$ cat config.mk
export PLATFORM = sky130hd
export DESIGN_NAME = fie_encoder
export DESIGN_NICKNAME = d
export VERILOG_FILES = /design/src/hw/fie_encoder.v /design/src/hw/fie_interleaver.v
export VERILOG_INCLUDE_DIRS = /design/src /design/src/inc
export SDC_FILE = /design/constraint.sdc
export NUM_CORES = 1
export LEC_CHECK = 0
export ABC_AREA = 1
export ABC_CLOCK_PERIOD_IN_PS = 3900
export BUFFER_PORTS_ARGS = -buffer_cell sky130_fd_sc_hd__clkbuf_2
export CELL_PAD_IN_SITES_DETAIL_PLACEMENT = 1
export CELL_PAD_IN_SITES_GLOBAL_PLACEMENT = 2
export CORE_MARGIN = 5
export CORE_UTILIZATION = 36
export DETAILED_ROUTE_END_ITERATION = 6
export PLACE_DENSITY = 0.95
export SYNTH_ARGS = -nofsm -noshare
export SYNTH_HDL_FRONTEND = slang
export SYNTH_SLANG_ARGS = --single-unit
$ cat constraint.sdc
create_clock -name clk_sys -period 3.9 [get_ports clk_sys]
set_clock_uncertainty 0.1 [all_clocks]
set_input_delay 0.195 -clock clk_sys [delete_from_list [all_inputs] [get_ports clk_sys]]
set_output_delay 0.195 -clock clk_sys [all_outputs]
set_load 0.005 [all_outputs]
$ cat src/inc/fie_defs.vh
// fie_defs.vh: register offsets, field positions, reset values and size
// counts for the packet coder stage.
// assumes: included by the design files by its bare name.
`ifndef FIE_DEFS_VH
`define FIE_DEFS_VH

// ==========================================================================
// register byte offsets (Avalon word addresses times four)
`define FIE_OFF_MODEM_CONFIG_ONE   6'h00
`define FIE_OFF_PACKET_CONTROL_0   6'h04
`define FIE_OFF_STATUS             6'h08
`define FIE_OFF_POLY               6'h0c
`define FIE_OFF_PAD                6'h10
`define FIE_OFF_BYTE_COUNT         6'h14

// ==========================================================================
// field positions
`define FIE_BIT_CODER_ENABLE       1
`define FIE_BIT_WHITENING_ENABLE   6
`define FIE_LSB_LENGTH_CONFIG      0
`define FIE_MSB_LENGTH_CONFIG      1
`define FIE_BIT_STAT_BUSY          0
`define FIE_BIT_STAT_CODING        1
`define FIE_BIT_STAT_CFG_ERR       2

// ==========================================================================
// reset values
`define FIE_RST_MODEM_CONFIG_ONE   8'h22
`define FIE_RST_PACKET_CONTROL_0   8'h45
`define FIE_RST_POLY_A             4'hf
`define FIE_RST_POLY_B             4'hb
`define FIE_RST_PAD_BYTE           8'h0b

// ==========================================================================
// sizes, counts and the whitening seed
`define FIE_MATRIX_BITS            16
`define FIE_CODER_MEM              3
`define FIE_WHITEN_SEED            9'h1ff

`endif

$ cat src/hw/fie_encoder.v
// fie_encoder.v: transmit coder stage with whitening, interleave, conv code.
// assumes: packet handler gives bytes with valid/ready and a last flag;
// modulator takes one coded bit per take pulse; Avalon-MM register port.
`timescale 1ns/1ps

// ==========================================================================
// top module
// Summary of operation
// - coder and interleaver are bypassed unless the coder enable bit is one.
// - coding covers data field and checksum; preamble and sync stay plain.
// - convolutional code, rate one half, constraint length four.
// - each input bit yields exactly two output bits.
// - coding always comes with interleaving; no separate control.
// - interleaver is a four by four bit matrix, two bytes.
// - bits written by rows, read by columns into the coder.
// - at least one extra byte follows the data for trellis termination.
// - interleaved amount per packet is a multiple of two bytes.
// - one or two pad bytes are added to make the length even.
// - length, payload and checksum bytes are interleaved then coded.
// - whitening, when enabled, comes before interleave and coding.
module fie_encoder
(
  input  wire        clk_sys,
  input  wire        rstn,
  // avalon-mm slave
  input  wire [5:0]  avs_address,
  input  wire        avs_read,
  input  wire        avs_write,
  input  wire [31:0] avs_writedata,
  output reg  [31:0] avs_readdata,
  output reg         avs_waitrequest,
  // packet handler: data after sync word
  input  wire        pkt_start,
  input  wire [7:0]  pkt_byte,
  input  wire        pkt_valid,
  input  wire        pkt_last,
  output reg         pkt_ready_reg,
  // modulator
  input  wire        mod_take,
  output reg         mod_bit_reg,
  output reg         mod_valid_reg,
  output reg         mod_done_reg
);

`include "fie_defs.vh"

  localparam ST_IDLE = 3'd0;
  localparam ST_BYP  = 3'd1;
  localparam ST_FILL = 3'd2;
  localparam ST_CODE = 3'd3;
  localparam ST_DONE = 3'd4;

  // ========================================================================
  // registers
  reg [7:0]  modem_config_one_reg;
  reg [7:0]  packet_control_zero_reg;
  reg [3:0]  poly_a_reg;
  reg [3:0]  poly_b_reg;
  reg [7:0]  pad_byte_reg;
  reg [15:0] byte_cnt_reg;
  reg        cfg_err_reg;
  reg        coding_reg;                     // latched per packet
  reg [2:0]  st_reg;
  reg [8:0]  wht_reg;
  reg [7:0]  hold_reg;                       // first byte of a pair
  reg        half_reg;                       // one byte of pair held
  reg        last_seen_reg;
  reg        pad_extra_reg;                  // extra trellis pair due
  reg [15:0] pair_reg;
  reg        load_reg;
  reg [7:0]  byp_reg;
  reg [3:0]  byp_cnt_reg;
  reg        phase_reg;                      // second coded bit pending
  reg [2:0]  cmem_reg;                       // coder history
  reg        cur_bit_reg;

  wire       mat_full;
  wire       mat_bit;
  wire       mat_take;
  wire       clr_pkt;
  wire [7:0] wht_byte;
  wire       whiten_on;
  wire       coder_en;
  wire [3:0] creg;
  wire       cfg_bad;

  assign coder_en  = modem_config_one_reg[`FIE_BIT_CODER_ENABLE];
  assign whiten_on = packet_control_zero_reg[`FIE_BIT_WHITENING_ENABLE];
  assign clr_pkt   = pkt_start;
  assign wht_byte  = whiten_on ? (pkt_byte ^ wht_reg[7:0]) : pkt_byte;
  assign creg      = {cur_bit_reg, cmem_reg};
  // coding is only legal with fixed length packets
  assign cfg_bad   = coder_en &&
    (packet_control_zero_reg[`FIE_MSB_LENGTH_CONFIG:
                             `FIE_LSB_LENGTH_CONFIG] != 2'b00);

  // parity of masked taps, used for both generator outputs
  function par4;
    input [3:0] v;
    begin
      par4 = ^v;
    end
  endfunction

  // pn9 whitening sequence, eight steps per byte
  function [8:0] pn9_step8;
    input [8:0] s;
    integer     i;
    reg   [8:0] t;
    begin
      t = s;
      for (i = 0; i < 8; i = i + 1)
        t = {t[5] ^ t[0], t[8:1]};
      pn9_step8 = t;
    end
  endfunction

  // ========================================================================
  // avalon slave: one wait cycle on every access
  always @(posedge clk_sys)
  begin
    if (!rstn)
    begin
      avs_waitrequest         <= 1'b1;
      avs_readdata            <= 32'h00000000;
      modem_config_one_reg    <= `FIE_RST_MODEM_CONFIG_ONE;
      packet_control_zero_reg <= `FIE_RST_PACKET_CONTROL_0;
      poly_a_reg              <= `FIE_RST_POLY_A;
      poly_b_reg              <= `FIE_RST_POLY_B;
      pad_byte_reg            <= `FIE_RST_PAD_BYTE;
    end
    else if ((avs_read || avs_write) && avs_waitrequest)
      avs_waitrequest <= 1'b0;
    else
    begin
      avs_waitrequest <= 1'b1;
      if (avs_write && !avs_waitrequest)
      begin
        case (avs_address)
          `FIE_OFF_MODEM_CONFIG_ONE:
            modem_config_one_reg <= avs_writedata[7:0];
          `FIE_OFF_PACKET_CONTROL_0:
            packet_control_zero_reg <= avs_writedata[7:0];
          `FIE_OFF_POLY:
          begin
            poly_a_reg <= avs_writedata[3:0];
            poly_b_reg <= avs_writedata[7:4];
          end
          `FIE_OFF_PAD: pad_byte_reg <= avs_writedata[7:0];
          default: ;
        endcase
      end
    end
    // read data staged during the wait cycle; unmapped reads give zero
    if (rstn && avs_read && avs_waitrequest)
    begin
      case (avs_address)
        `FIE_OFF_MODEM_CONFIG_ONE:
          avs_readdata <= {24'h000000, modem_config_one_reg};
        `FIE_OFF_PACKET_CONTROL_0:
          avs_readdata <= {24'h000000, packet_control_zero_reg};
        `FIE_OFF_STATUS:
          avs_readdata <= {29'h00000000, cfg_err_reg, coding_reg,
                           (st_reg != ST_IDLE)};
        `FIE_OFF_POLY:
          avs_readdata <= {24'h000000, poly_b_reg, poly_a_reg};
        `FIE_OFF_PAD:   avs_readdata <= {24'h000000, pad_byte_reg};
        `FIE_OFF_BYTE_COUNT: avs_readdata <= {16'h0000, byte_cnt_reg};
        default:        avs_readdata <= 32'h00000000;
      endcase
    end
  end

  // ========================================================================
  // interleaver matrix
  // advance on the first coded bit, so the next matrix bit has settled
  // before the second one is taken, whatever the take rate
  assign mat_take = (st_reg == ST_CODE) && mod_take && mod_valid_reg &&
                    !phase_reg;

  fie_interleaver #(.N(4)) u_mat
  (
    .clk_sys     (clk_sys),
    .rstn        (rstn),
    .clr         (clr_pkt),
    .load        (load_reg),
    .pair_in     (pair_reg),
    .bit_take    (mat_take),
    .full_reg    (mat_full),
    .bit_out_reg (mat_bit)
  );

  // ========================================================================
  // packet sequencer: bytes in, pairs loaded, coded bits out
  // flow control stalls the handler while the matrix is still draining,
  // which costs throughput but needs no buffer beyond one pair
  always @(posedge clk_sys)
  begin
    if (!rstn)
    begin
      st_reg        <= ST_IDLE;
      coding_reg    <= 1'b0;
      cfg_err_reg   <= 1'b0;
      byte_cnt_reg  <= 16'h0000;
      wht_reg       <= `FIE_WHITEN_SEED;
      hold_reg      <= 8'h00;
      half_reg      <= 1'b0;
      last_seen_reg <= 1'b0;
      pad_extra_reg <= 1'b0;
      pair_reg      <= 16'h0000;
      load_reg      <= 1'b0;
      byp_reg       <= 8'h00;
      byp_cnt_reg   <= 4'h0;
      phase_reg     <= 1'b0;
      cmem_reg      <= 3'b000;
      cur_bit_reg   <= 1'b0;
      pkt_ready_reg <= 1'b0;
      mod_bit_reg   <= 1'b0;
      mod_valid_reg <= 1'b0;
      mod_done_reg  <= 1'b0;
    end
    else if (pkt_start)
    begin
      // coding implies interleaving; one bit selects both
      coding_reg    <= coder_en;
      cfg_err_reg   <= cfg_bad;
      st_reg        <= coder_en ? ST_FILL : ST_BYP;
      byte_cnt_reg  <= 16'h0000;
      wht_reg       <= `FIE_WHITEN_SEED;
      half_reg      <= 1'b0;
      last_seen_reg <= 1'b0;
      pad_extra_reg <= 1'b0;
      load_reg      <= 1'b0;
      byp_cnt_reg   <= 4'h0;
      phase_reg     <= 1'b0;
      cmem_reg      <= 3'b000;
      pkt_ready_reg <= 1'b1;
      mod_valid_reg <= 1'b0;
      mod_done_reg  <= 1'b0;
    end
    else
    begin
      load_reg     <= 1'b0;
      mod_done_reg <= 1'b0;
      // flag follows live settings, visible before any packet starts
      cfg_err_reg  <= cfg_bad;
      case (st_reg)
        ST_IDLE:
          pkt_ready_reg <= 1'b0;
        // uncoded path: whitened bytes shifted out msb first
        ST_BYP:
        begin
          if (pkt_valid && pkt_ready_reg)
          begin
            byp_reg       <= wht_byte << 1;
            mod_bit_reg   <= wht_byte[7];
            mod_valid_reg <= 1'b1;
            byp_cnt_reg   <= 4'h7;
            pkt_ready_reg <= 1'b0;
            last_seen_reg <= pkt_last;
            wht_reg       <= pn9_step8(wht_reg);
            byte_cnt_reg  <= byte_cnt_reg + 16'h0001;
          end
          else if (mod_take && mod_valid_reg)
          begin
            if (byp_cnt_reg == 4'h0)
            begin
              mod_valid_reg <= 1'b0;
              pkt_ready_reg <= !last_seen_reg;
              if (last_seen_reg)
              begin
                st_reg       <= ST_IDLE;
                mod_done_reg <= 1'b1;
              end
            end
            else
            begin
              mod_bit_reg <= byp_reg[7];
              byp_reg     <= byp_reg << 1;
              byp_cnt_reg <= byp_cnt_reg - 4'h1;
            end
          end
        end
        // collect a byte pair; whitened before the matrix
        ST_FILL:
        begin
          if (!last_seen_reg && pkt_valid && pkt_ready_reg)
          begin
            wht_reg      <= pn9_step8(wht_reg);
            byte_cnt_reg <= byte_cnt_reg + 16'h0001;
            if (pkt_last)
            begin
              last_seen_reg <= 1'b1;
              pkt_ready_reg <= 1'b0;
            end
            if (half_reg)
            begin
              pair_reg <= {hold_reg, wht_byte};
              half_reg <= 1'b0;
              load_reg <= 1'b1;
              pkt_ready_reg <= 1'b0;
              // even count ends: two pad bytes follow
              pad_extra_reg <= pkt_last;
              st_reg <= ST_CODE;
            end
            else
            begin
              hold_reg <= wht_byte;
              half_reg <= 1'b1;
            end
          end
          else if (last_seen_reg && half_reg)
          begin
            // odd count: one pad byte ends the pair
            pair_reg <= {hold_reg, pad_byte_reg};
            half_reg <= 1'b0;
            load_reg <= 1'b1;
            st_reg   <= ST_CODE;
          end
          else if (last_seen_reg && pad_extra_reg)
          begin
            // full pad pair keeps the total even
            pair_reg      <= {pad_byte_reg, pad_byte_reg};
            pad_extra_reg <= 1'b0;
            load_reg      <= 1'b1;
            st_reg        <= ST_CODE;
          end
          else if (last_seen_reg)
          begin
            st_reg        <= ST_DONE;
            mod_valid_reg <= 1'b0;
          end
        end
        // two coded bits per matrix bit
        ST_CODE:
        begin
          if (!mod_valid_reg && mat_full && !load_reg)
          begin
            cur_bit_reg   <= mat_bit;
            mod_bit_reg   <= par4({mat_bit, cmem_reg} & poly_a_reg);
            mod_valid_reg <= 1'b1;
            phase_reg     <= 1'b0;
          end
          else if (mod_take && mod_valid_reg && !phase_reg)
          begin
            mod_bit_reg <= par4(creg & poly_b_reg);
            phase_reg   <= 1'b1;
          end
          else if (mod_take && mod_valid_reg && phase_reg)
          begin
            cmem_reg    <= creg[3:1];
            mod_bit_reg <= par4({mat_bit, creg[3:1]} & poly_a_reg);
            phase_reg   <= 1'b0;
            cur_bit_reg <= mat_bit;
            // matrix empties after its sixteenth bit
            if (!mat_full)
            begin
              mod_valid_reg <= 1'b0;
              st_reg        <= ST_FILL;
              pkt_ready_reg <= !last_seen_reg;
            end
          end
        end
        ST_DONE:
        begin
          st_reg       <= ST_IDLE;
          mod_done_reg <= 1'b1;
        end
        default:
          st_reg <= ST_IDLE;
      endcase
    end
  end

endmodule // fie_encoder

$ cat src/hw/fie_interleaver.v
// fie_interleaver.v: 4x4 bit matrix interleaver, rows in, columns out.
// assumes: one clock, sync active-low reset, one loader stage upstream.
`timescale 1ns/1ps

// ==========================================================================
// matrix interleaver
module fie_interleaver
#(
  parameter N = 4
)
(
  input  wire               clk_sys,
  input  wire               rstn,
  input  wire               clr,
  input  wire               load,
  input  wire [2*N*N/2-1:0] pair_in,
  input  wire               bit_take,
  output reg                full_reg,
  output reg                bit_out_reg
);

  reg [N*N-1:0] mat_reg;
  reg [3:0]     rd_reg;

  // pair_in bit 15 is the first bit in (row 0 col 0); read down a column
  always @(posedge clk_sys)
  begin
    if (!rstn || clr)
    begin
      full_reg <= 1'b0;
      rd_reg   <= 4'h0;
      mat_reg  <= 16'h0000;
      bit_out_reg <= 1'b0;
    end
    else if (load && !full_reg)
    begin
      mat_reg  <= pair_in;
      full_reg <= 1'b1;
      rd_reg   <= 4'h0;
      bit_out_reg <= pair_in[15];
    end
    else if (bit_take && full_reg)
    begin
      rd_reg <= rd_reg + 4'h1;
      if (rd_reg == 4'hf)
        full_reg <= 1'b0;
      // next column-order index: row = rd[1:0], col = rd[3:2]
      bit_out_reg <= mat_reg[15 - {rd_next_row(rd_reg), 2'b00}
                             - rd_next_col(rd_reg)];
    end
  end

  function [3:0] rd_next_row;
    input [3:0] r;
    reg   [3:0] n;
    begin
      n = r + 4'h1;
      rd_next_row = {2'b00, n[1:0]};
    end
  endfunction

  function [3:0] rd_next_col;
    input [3:0] r;
    reg   [3:0] n;
    begin
      n = r + 4'h1;
      rd_next_col = {2'b00, n[3:2]};
    end
  endfunction

endmodule // fie_interleaver

==> results of run 1 <==
## cells in the mapped netlist, types with 4 or more instances
cell type / number / area (um2)
nand2_1: 202 / 758
dfxtp_1: 133 / 2660
inv_1: 105 / 394
nor2_1: 104 / 390
o21ai_0: 103 / 515
a21oi_1: 74 / 370
nand3_1: 55 / 275
clkbuf_1: 19 / 71.3
buf_4: 16 / 120
edfxtp_1: 16 / 480
nor3_1: 16 / 80.1
xor2_1: 15 / 131
o211ai_1: 13 / 97.6
nor2_4: 12 / 135
inv_2: 11 / 41.3
nand4_1: 10 / 62.6
o21ai_1: 10 / 50.1
a31oi_1: 9 / 56.3
nor2_2: 9 / 56.3
buf_2: 8 / 40.0
o22ai_1: 8 / 50.1
a22oi_1: 7 / 52.6
nand2_2: 6 / 37.5
xnor2_1: 6 / 52.6
o21bai_1: 4 / 30.0
## final cells by class
type | count | share of cell area
clock buffers | 18 | 0.0508
clock inverters | 14 | 0.0210
inverters | 120 | 0.0539
multi-input cells | 705 | 0.419
flip-flops and latches | 149 | 0.372
well taps | 270 | 0.0400
repair buffers | 62 | 0.0427
## through the flow
step | power, mW | hold slack, ns
final | 3.63 | -0.0105
after global routing | 3.77 | 0.0107
after CTS | 3.66 | 0.00350
after detailed placement | 1.95 | 0.319
after global placement | 1.94 | 0.308
after floorplan | 1.85 | 0.198
## worst reg2reg max path, cell delays in order (launching register included)
cell and delay [ns]:
dfxtp_1 0.34, nand2_1 0.06, buf_4 0.21, nor2_2 0.44, nor2_4 0.18, nand2_1 0.12, nand2_2 0.09, nor2_4 0.51
o21ai_0 0.20, a21oi_1 0.18
## worst paths after layout
check                                              from                         end  slack, ns  cells past startpoint
worst max-delay path                      pkt_ready_reg                pair_reg[10]       1.38                      9
worst min-delay path                   avs_writedata[6]  packet_control_zero_reg[6]      -0.01                      3
worst max register to register            pkt_ready_reg                pair_reg[10]       1.38                      9
worst min register to register  modem_config_one_reg[4]     modem_config_one_reg[4]       0.35                      2
## metal layers
| metal | vias to the layer above | track usage | share of wire |
|---|---|---|---|
| li1 | 3391 | - | - |
| met4 | 0 | 0.0645 | 0.022 |
| met5 | - | 0 | 0 |
| met2 | 115 | 0.322 | 0.50 |
| met3 | 32 | 0.0311 | 0.029 |
| met1 | 3225 | 0.237 | 0.45 |
## logic make-up (layout without fill, tap and decap cells)
logic type	count (synthesis)	after routing
AND/OR/NAND/NOR	425	425
AO/OA/AOI/OAI	240	240
buffers and inverters	167	214
flip-flops	149	149
XOR/XNOR	21	21
adder cells (fa/ha/maj)	3	3
other	1	16
## power groups by stage
stage / sequential [mW] / clock, mW / combinational [mW]
after floorplan: 1.63 / 0 / 0.219
after global placement: 1.63 / 0 / 0.310
after detailed placement: 1.63 / 0 / 0.315
after CTS: 1.60 / 1.73 / 0.325
after global routing: 1.60 / 1.81 / 0.360
final: 1.60 / 1.71 / 0.324
## repair_timing
item | CTS | global route
buffers inserted | 0 | 0
hold buffers | 8 | 0
endpoints found under the hold margin | 16 | 0
==> run summary, run 1 <==
# rows -> 52
Synth Area in XOR/XNOR -> 0.0250
Pins Over Slew Limit -> 0
CP max-delay cell -> nor2_4
RePlAce Congestion -> 0.837
synthesized area -> 0.00735 mm2
num ports -> 91
Switch Pwr -> 943 uW
placed cells -> 1298
crit end category -> flip-flop
hold_ws -> -0.0105 ns
Bufs on Longest Clock Path -> 2
core area -> 0.0202 mm2
root buffer cell -> clkbuf_16
CTS tree -> done
critical path class -> reg2reg
critical path startpoint category -> flip-flop
# port buffers -> 50
Final Hold Violating Endpoints -> 1
CP arrival -> 2.76 ns
Remaining DRCs -> 0
largest net degree at the start of global routing -> 65
Multi-input gate area -> 0.00354 mm2
worst vdd ir -> 0.000284 V
Top FF cell, synth -> dfxtp_1
Die Span Y -> 153 um
detailed placer's ending HPWL -> 15900 um
Static Leak -> 3.59 nW
Area after DPL -> 0.00775 mm2
combinational family with the most area after synthesis -> simple AND/OR/NAND/NOR gates
Seq pwr share -> 0.441
Initial DRT Pass Iterations -> 5
pre-CTS setup slack -> 1.41 ns
Die ar. -> 0.0234 mm2
simple-gate share of the synthesized area -> 0.262
Finished Layout Cells -> 1338
Setup Viol. Count Final -> 0
PnR worst setup slack -> 1.38 ns
min cycle time layout -> 2.52 ns
Worst-path clk slew -> 0.06 ns
highest-count cells in the layout ignoring fill and taps -> nand2_1, dfxtp_1, inv_1
CP max stage delay -> 0.51 ns
cell count after synthesis -> 1006
RSZ-0062 raised after global routing -> no
critical path fanouts, max -> 32
Hold/Removal Path Class -> in2reg
antenna-violating nets left -> 0
diode count -> 0
Post-Synth Adder-Cell Area -> 0.00511
Tcrit/Tclk final -> 0.645
Ys Warns -> 0
Max Cap Viol -> 0
Total Nets Final -> 1112
CTS resizes -> 0
setup tns final -> 0 ns
vias -> 6763
Filler Cell Count -> 2601
run status -> finished with violations
Synth-to-Final Area Change -> 14.9%
Pwr Density -> 430 mW/mm2
share of layout cells above drive strength 1 -> 0.126
Clk pwr share -> 0.470
grt ovf -> 0
drt via density -> 5.05
asr flop ratio synth -> 0
routed len/inst -> 16.3 um
synth unique cells -> 46
Avg Cell Area, Syn -> 7.30 um2
Max Clk Rate -> 398 MHz
Top delay family on crit path -> simple AND/OR/NAND/NOR gates
Post-synth EDFFs -> 16
GRT Util Overall -> 0.187
Design Area, Final -> 0.00844 mm2
initial antenna violation count -> 0
Power Internal -> 2.69 mW
register area share after synthesis -> 0.428
1st-iter DRT viols -> 354
vias in the first global route -> 6818
leading cell type in the layout, fill and taps excluded -> nand2_1
CP Data Required Time -> 4.15 ns
htree depth -> 4
Max-Slew Margin vs Limit -> 0.471
Final Util -> 0.419
Cell Chain, Critical Path -> nand2_1 -> buf_4 -> nor2_2 -> nor2_4 -> nand2_1 -> nand2_2 -> nor2_4 -> o21ai_0 -> a21oi_1
Worst Max-Slew Pin Slew -> 0.790 ns
Initial Util -> 0.364
Register Area -> 0.00314 mm2
die span in x -> 153 um
Logic pwr share -> 0.089
Clock Latency Late Sink -> 0.44 ns
Clock Sinks -> 149
WL final -> 21800 um
switching share of power -> 0.260
post-synthesis mux area share -> 0
crit path buf inv count -> 1
total CTS buffers -> 17
failing checks -> negative hold slack
first-pass GRT wire length -> 35700 um
#FFs+latches synth -> 149
Compound-Gate Fraction of Synth Area -> 0.181
Note: power is estimated with default switching activity, not from simulation.
==> run 2: changes to the inputs <==
--- a/config.mk
+++ b/config.mk
@@ -7,14 +7,14 @@
 export NUM_CORES = 1
 export LEC_CHECK = 0
 export ABC_AREA = 1
-export ABC_CLOCK_PERIOD_IN_PS = 3900
+export ABC_CLOCK_PERIOD_IN_PS = 2400
 export BUFFER_PORTS_ARGS = -buffer_cell sky130_fd_sc_hd__clkbuf_2
 export CELL_PAD_IN_SITES_DETAIL_PLACEMENT = 1
 export CELL_PAD_IN_SITES_GLOBAL_PLACEMENT = 2
 export CORE_MARGIN = 5
-export CORE_UTILIZATION = 36
+export CORE_UTILIZATION = 33
 export DETAILED_ROUTE_END_ITERATION = 6
-export PLACE_DENSITY = 0.95
+export PLACE_DENSITY = 0.9
 export SYNTH_ARGS = -nofsm -noshare
 export SYNTH_HDL_FRONTEND = slang
 export SYNTH_SLANG_ARGS = --single-unit
==> constraint.sdc (replaced) <==
create_clock -name clk_sys -period 2.4 [get_ports clk_sys]
set_clock_uncertainty 0.1 [all_clocks]
set_input_delay 0.12 -clock clk_sys [delete_from_list [all_inputs] [get_ports clk_sys]]
set_output_delay 0.12 -clock clk_sys [all_outputs]
set_load 0.005 [all_outputs]
==> run 2 against run 1 <==
Net effect:
- the run now ends clean
- worst hold slack better by 0.053 ns
- register-to-register slack got worse by 0.99 ns
- critical path depth is 2 lower
- utilization is 3.0 points lower
- global-route usage is 1.3 points lower
- final cell count rose by 1.6%
- via count about the same
- non-clock buffer count rose by 12
- routed wire length rose by 1.1%
==> run summary, run 2 (synthesis results as in run 1) <==
first-pass GRT wire length -> 36200 um
Worst-path clk slew -> 0.06 ns
Top delay family on crit path -> simple AND/OR/NAND/NOR gates
share of layout cells above drive strength 1 -> 0.135
min cycle time layout -> 2.00 ns
RSZ-0062 raised after global routing -> no
Initial DRT Pass Iterations -> 5
GRT Util Overall -> 0.173
Pins Over Slew Limit -> 0
vias in the first global route -> 6993
Final Util -> 0.388
grt ovf -> 0
Final Hold Violating Endpoints -> 0
crit path from -> pkt_ready_reg
initial antenna violation count -> 0
diode count -> 0
Setup Viol. Count Final -> 0
R2R Path End -> pair_reg[3]
Remaining DRCs -> 0
Finished Layout Cells -> 1360
Met3 Wirelength -> 575 um
RePlAce Congestion -> 0.824
critical path startpoint category -> flip-flop
Die Span Y -> 159 um
Static Leak -> 3.63 nW
vias -> 6757
Max Clk Rate -> 499 MHz
highest-count cells in the layout ignoring fill and taps -> nand2_1, dfxtp_1, inv_1
setup tns final -> 0 ns
Filler Cell Count -> 2791
Die ar. -> 0.0253 mm2
flop2flop setup slack -> 0.40 ns
routed wl met2 -> 11000 um
Synth-to-Final Area Change -> 15.7%
Worst Max-Slew Pin Slew -> 0.668 ns
met1 wire length -> 10200 um
largest net degree at the start of global routing -> 63
Clock Latency Late Sink -> 0.43 ns
leading cell type in the layout, fill and taps excluded -> nand2_1
Max Cap Viol -> 0
WL final -> 22000 um
most used cell, CP -> nor2_4
DR top layer -> met4
Cell Chain, Critical Path -> nand2_1 -> inv_2 -> nand2_4 -> nor2_4 -> nor2_4 -> o21ai_0 -> a31oi_1
Hold Path Cell Cnt -> 3
critical path class -> reg2reg
Final Power -> 5.68 mW
num ports -> 91
critical path fanouts, max -> 32
1st-iter DRT viols -> 431
CTS tree -> done
die span in x -> 159 um
CP max-delay cell -> nor2_4
CP Data Required Time -> 2.65 ns
Critical R2R Launch -> pkt_ready_reg
crit path buf inv count -> 1
Hold/Removal Path Class -> in2reg
crit end category -> flip-flop
CP arrival -> 2.25 ns
root buffer cell -> clkbuf_16
placed cells -> 1317
drt via density -> 4.97
routed len/inst -> 16.2 um
R2R cell count -> 7
# port buffers -> 50
run status -> finished clean
hold path startpoint -> pkt_start
antenna-violating nets left -> 0
WP depth -> 7
Pwr Density -> 668 mW/mm2
Initial Util -> 0.336
end point of the critical path -> pair_reg[3]
Bufs on Longest Clock Path -> 2
detailed placer's ending HPWL -> 16400 um
# rows -> 54
Clock Sinks -> 149
Max-Slew Margin vs Limit -> 0.554
total CTS buffers -> 17
htree depth -> 4
CP max stage delay -> 0.54 ns
Tcrit/Tclk final -> 0.835
Total Nets Final -> 1124
hold_ws -> 0.0423 ns
core area -> 0.0219 mm2
worst vdd ir -> 0.000529 V
run 2: layer usage:
metal	track usage	vias to the layer above
met5	0	-
met4	0.0388	0
met3	0.0375	16
met2	0.308	90
met1	0.215	3244
li1	-	3407
run 2: timing repair:
action / 4_1_cts / 5_1_grt
buffers inserted: 0 / 0
hold buffers: 11 / 0
gates resized for setup: 0 / 0
endpoints found under the setup margin: 0 / 0
endpoints found under the hold margin: 30 / 0
run 2: how the worst min path moves through the flow:
stage | slack (ns) | to
finish | 0.04 | coding_reg
global route | 0.05 | coding_reg
CTS | 0.04 | coding_reg
detailed placement | 0.24 | avs_waitrequest
global placement | 0.23 | avs_waitrequest
floorplan | 0.12 | avs_waitrequest
run 2: where the power goes:
group | internal (mW) | switching [mW]
Clock | 1.38 | 1.16
Sequential | 2.56 | 0.0345
Combinational | 0.166 | 0.379
run 2: per-stage QoR:
stage                     setup WS (ns)  area, um2
after global routing              0.164       8500
after detailed placement          0.431       7840
after global placement            0.476       7840
after CTS                         0.406       8500
final                             0.397       8500
after floorplan                   0.837       7400
run 2: final cells by class:
type,count,area [um2],area share
clock buffer,18,439,0.0517
tap,280,350,0.0412
sequential,149,3140,0.370
clock inverter,14,118,0.0138
inverter,120,455,0.0536
timing repair buffer,74,458,0.0539
multi-input combinational,705,3540,0.416
run 2: tightest hold or removal path: stages:
cell and delay, ns:
clkbuf_2 0.19, nand2_1 0.14, a21oi_1 0.07
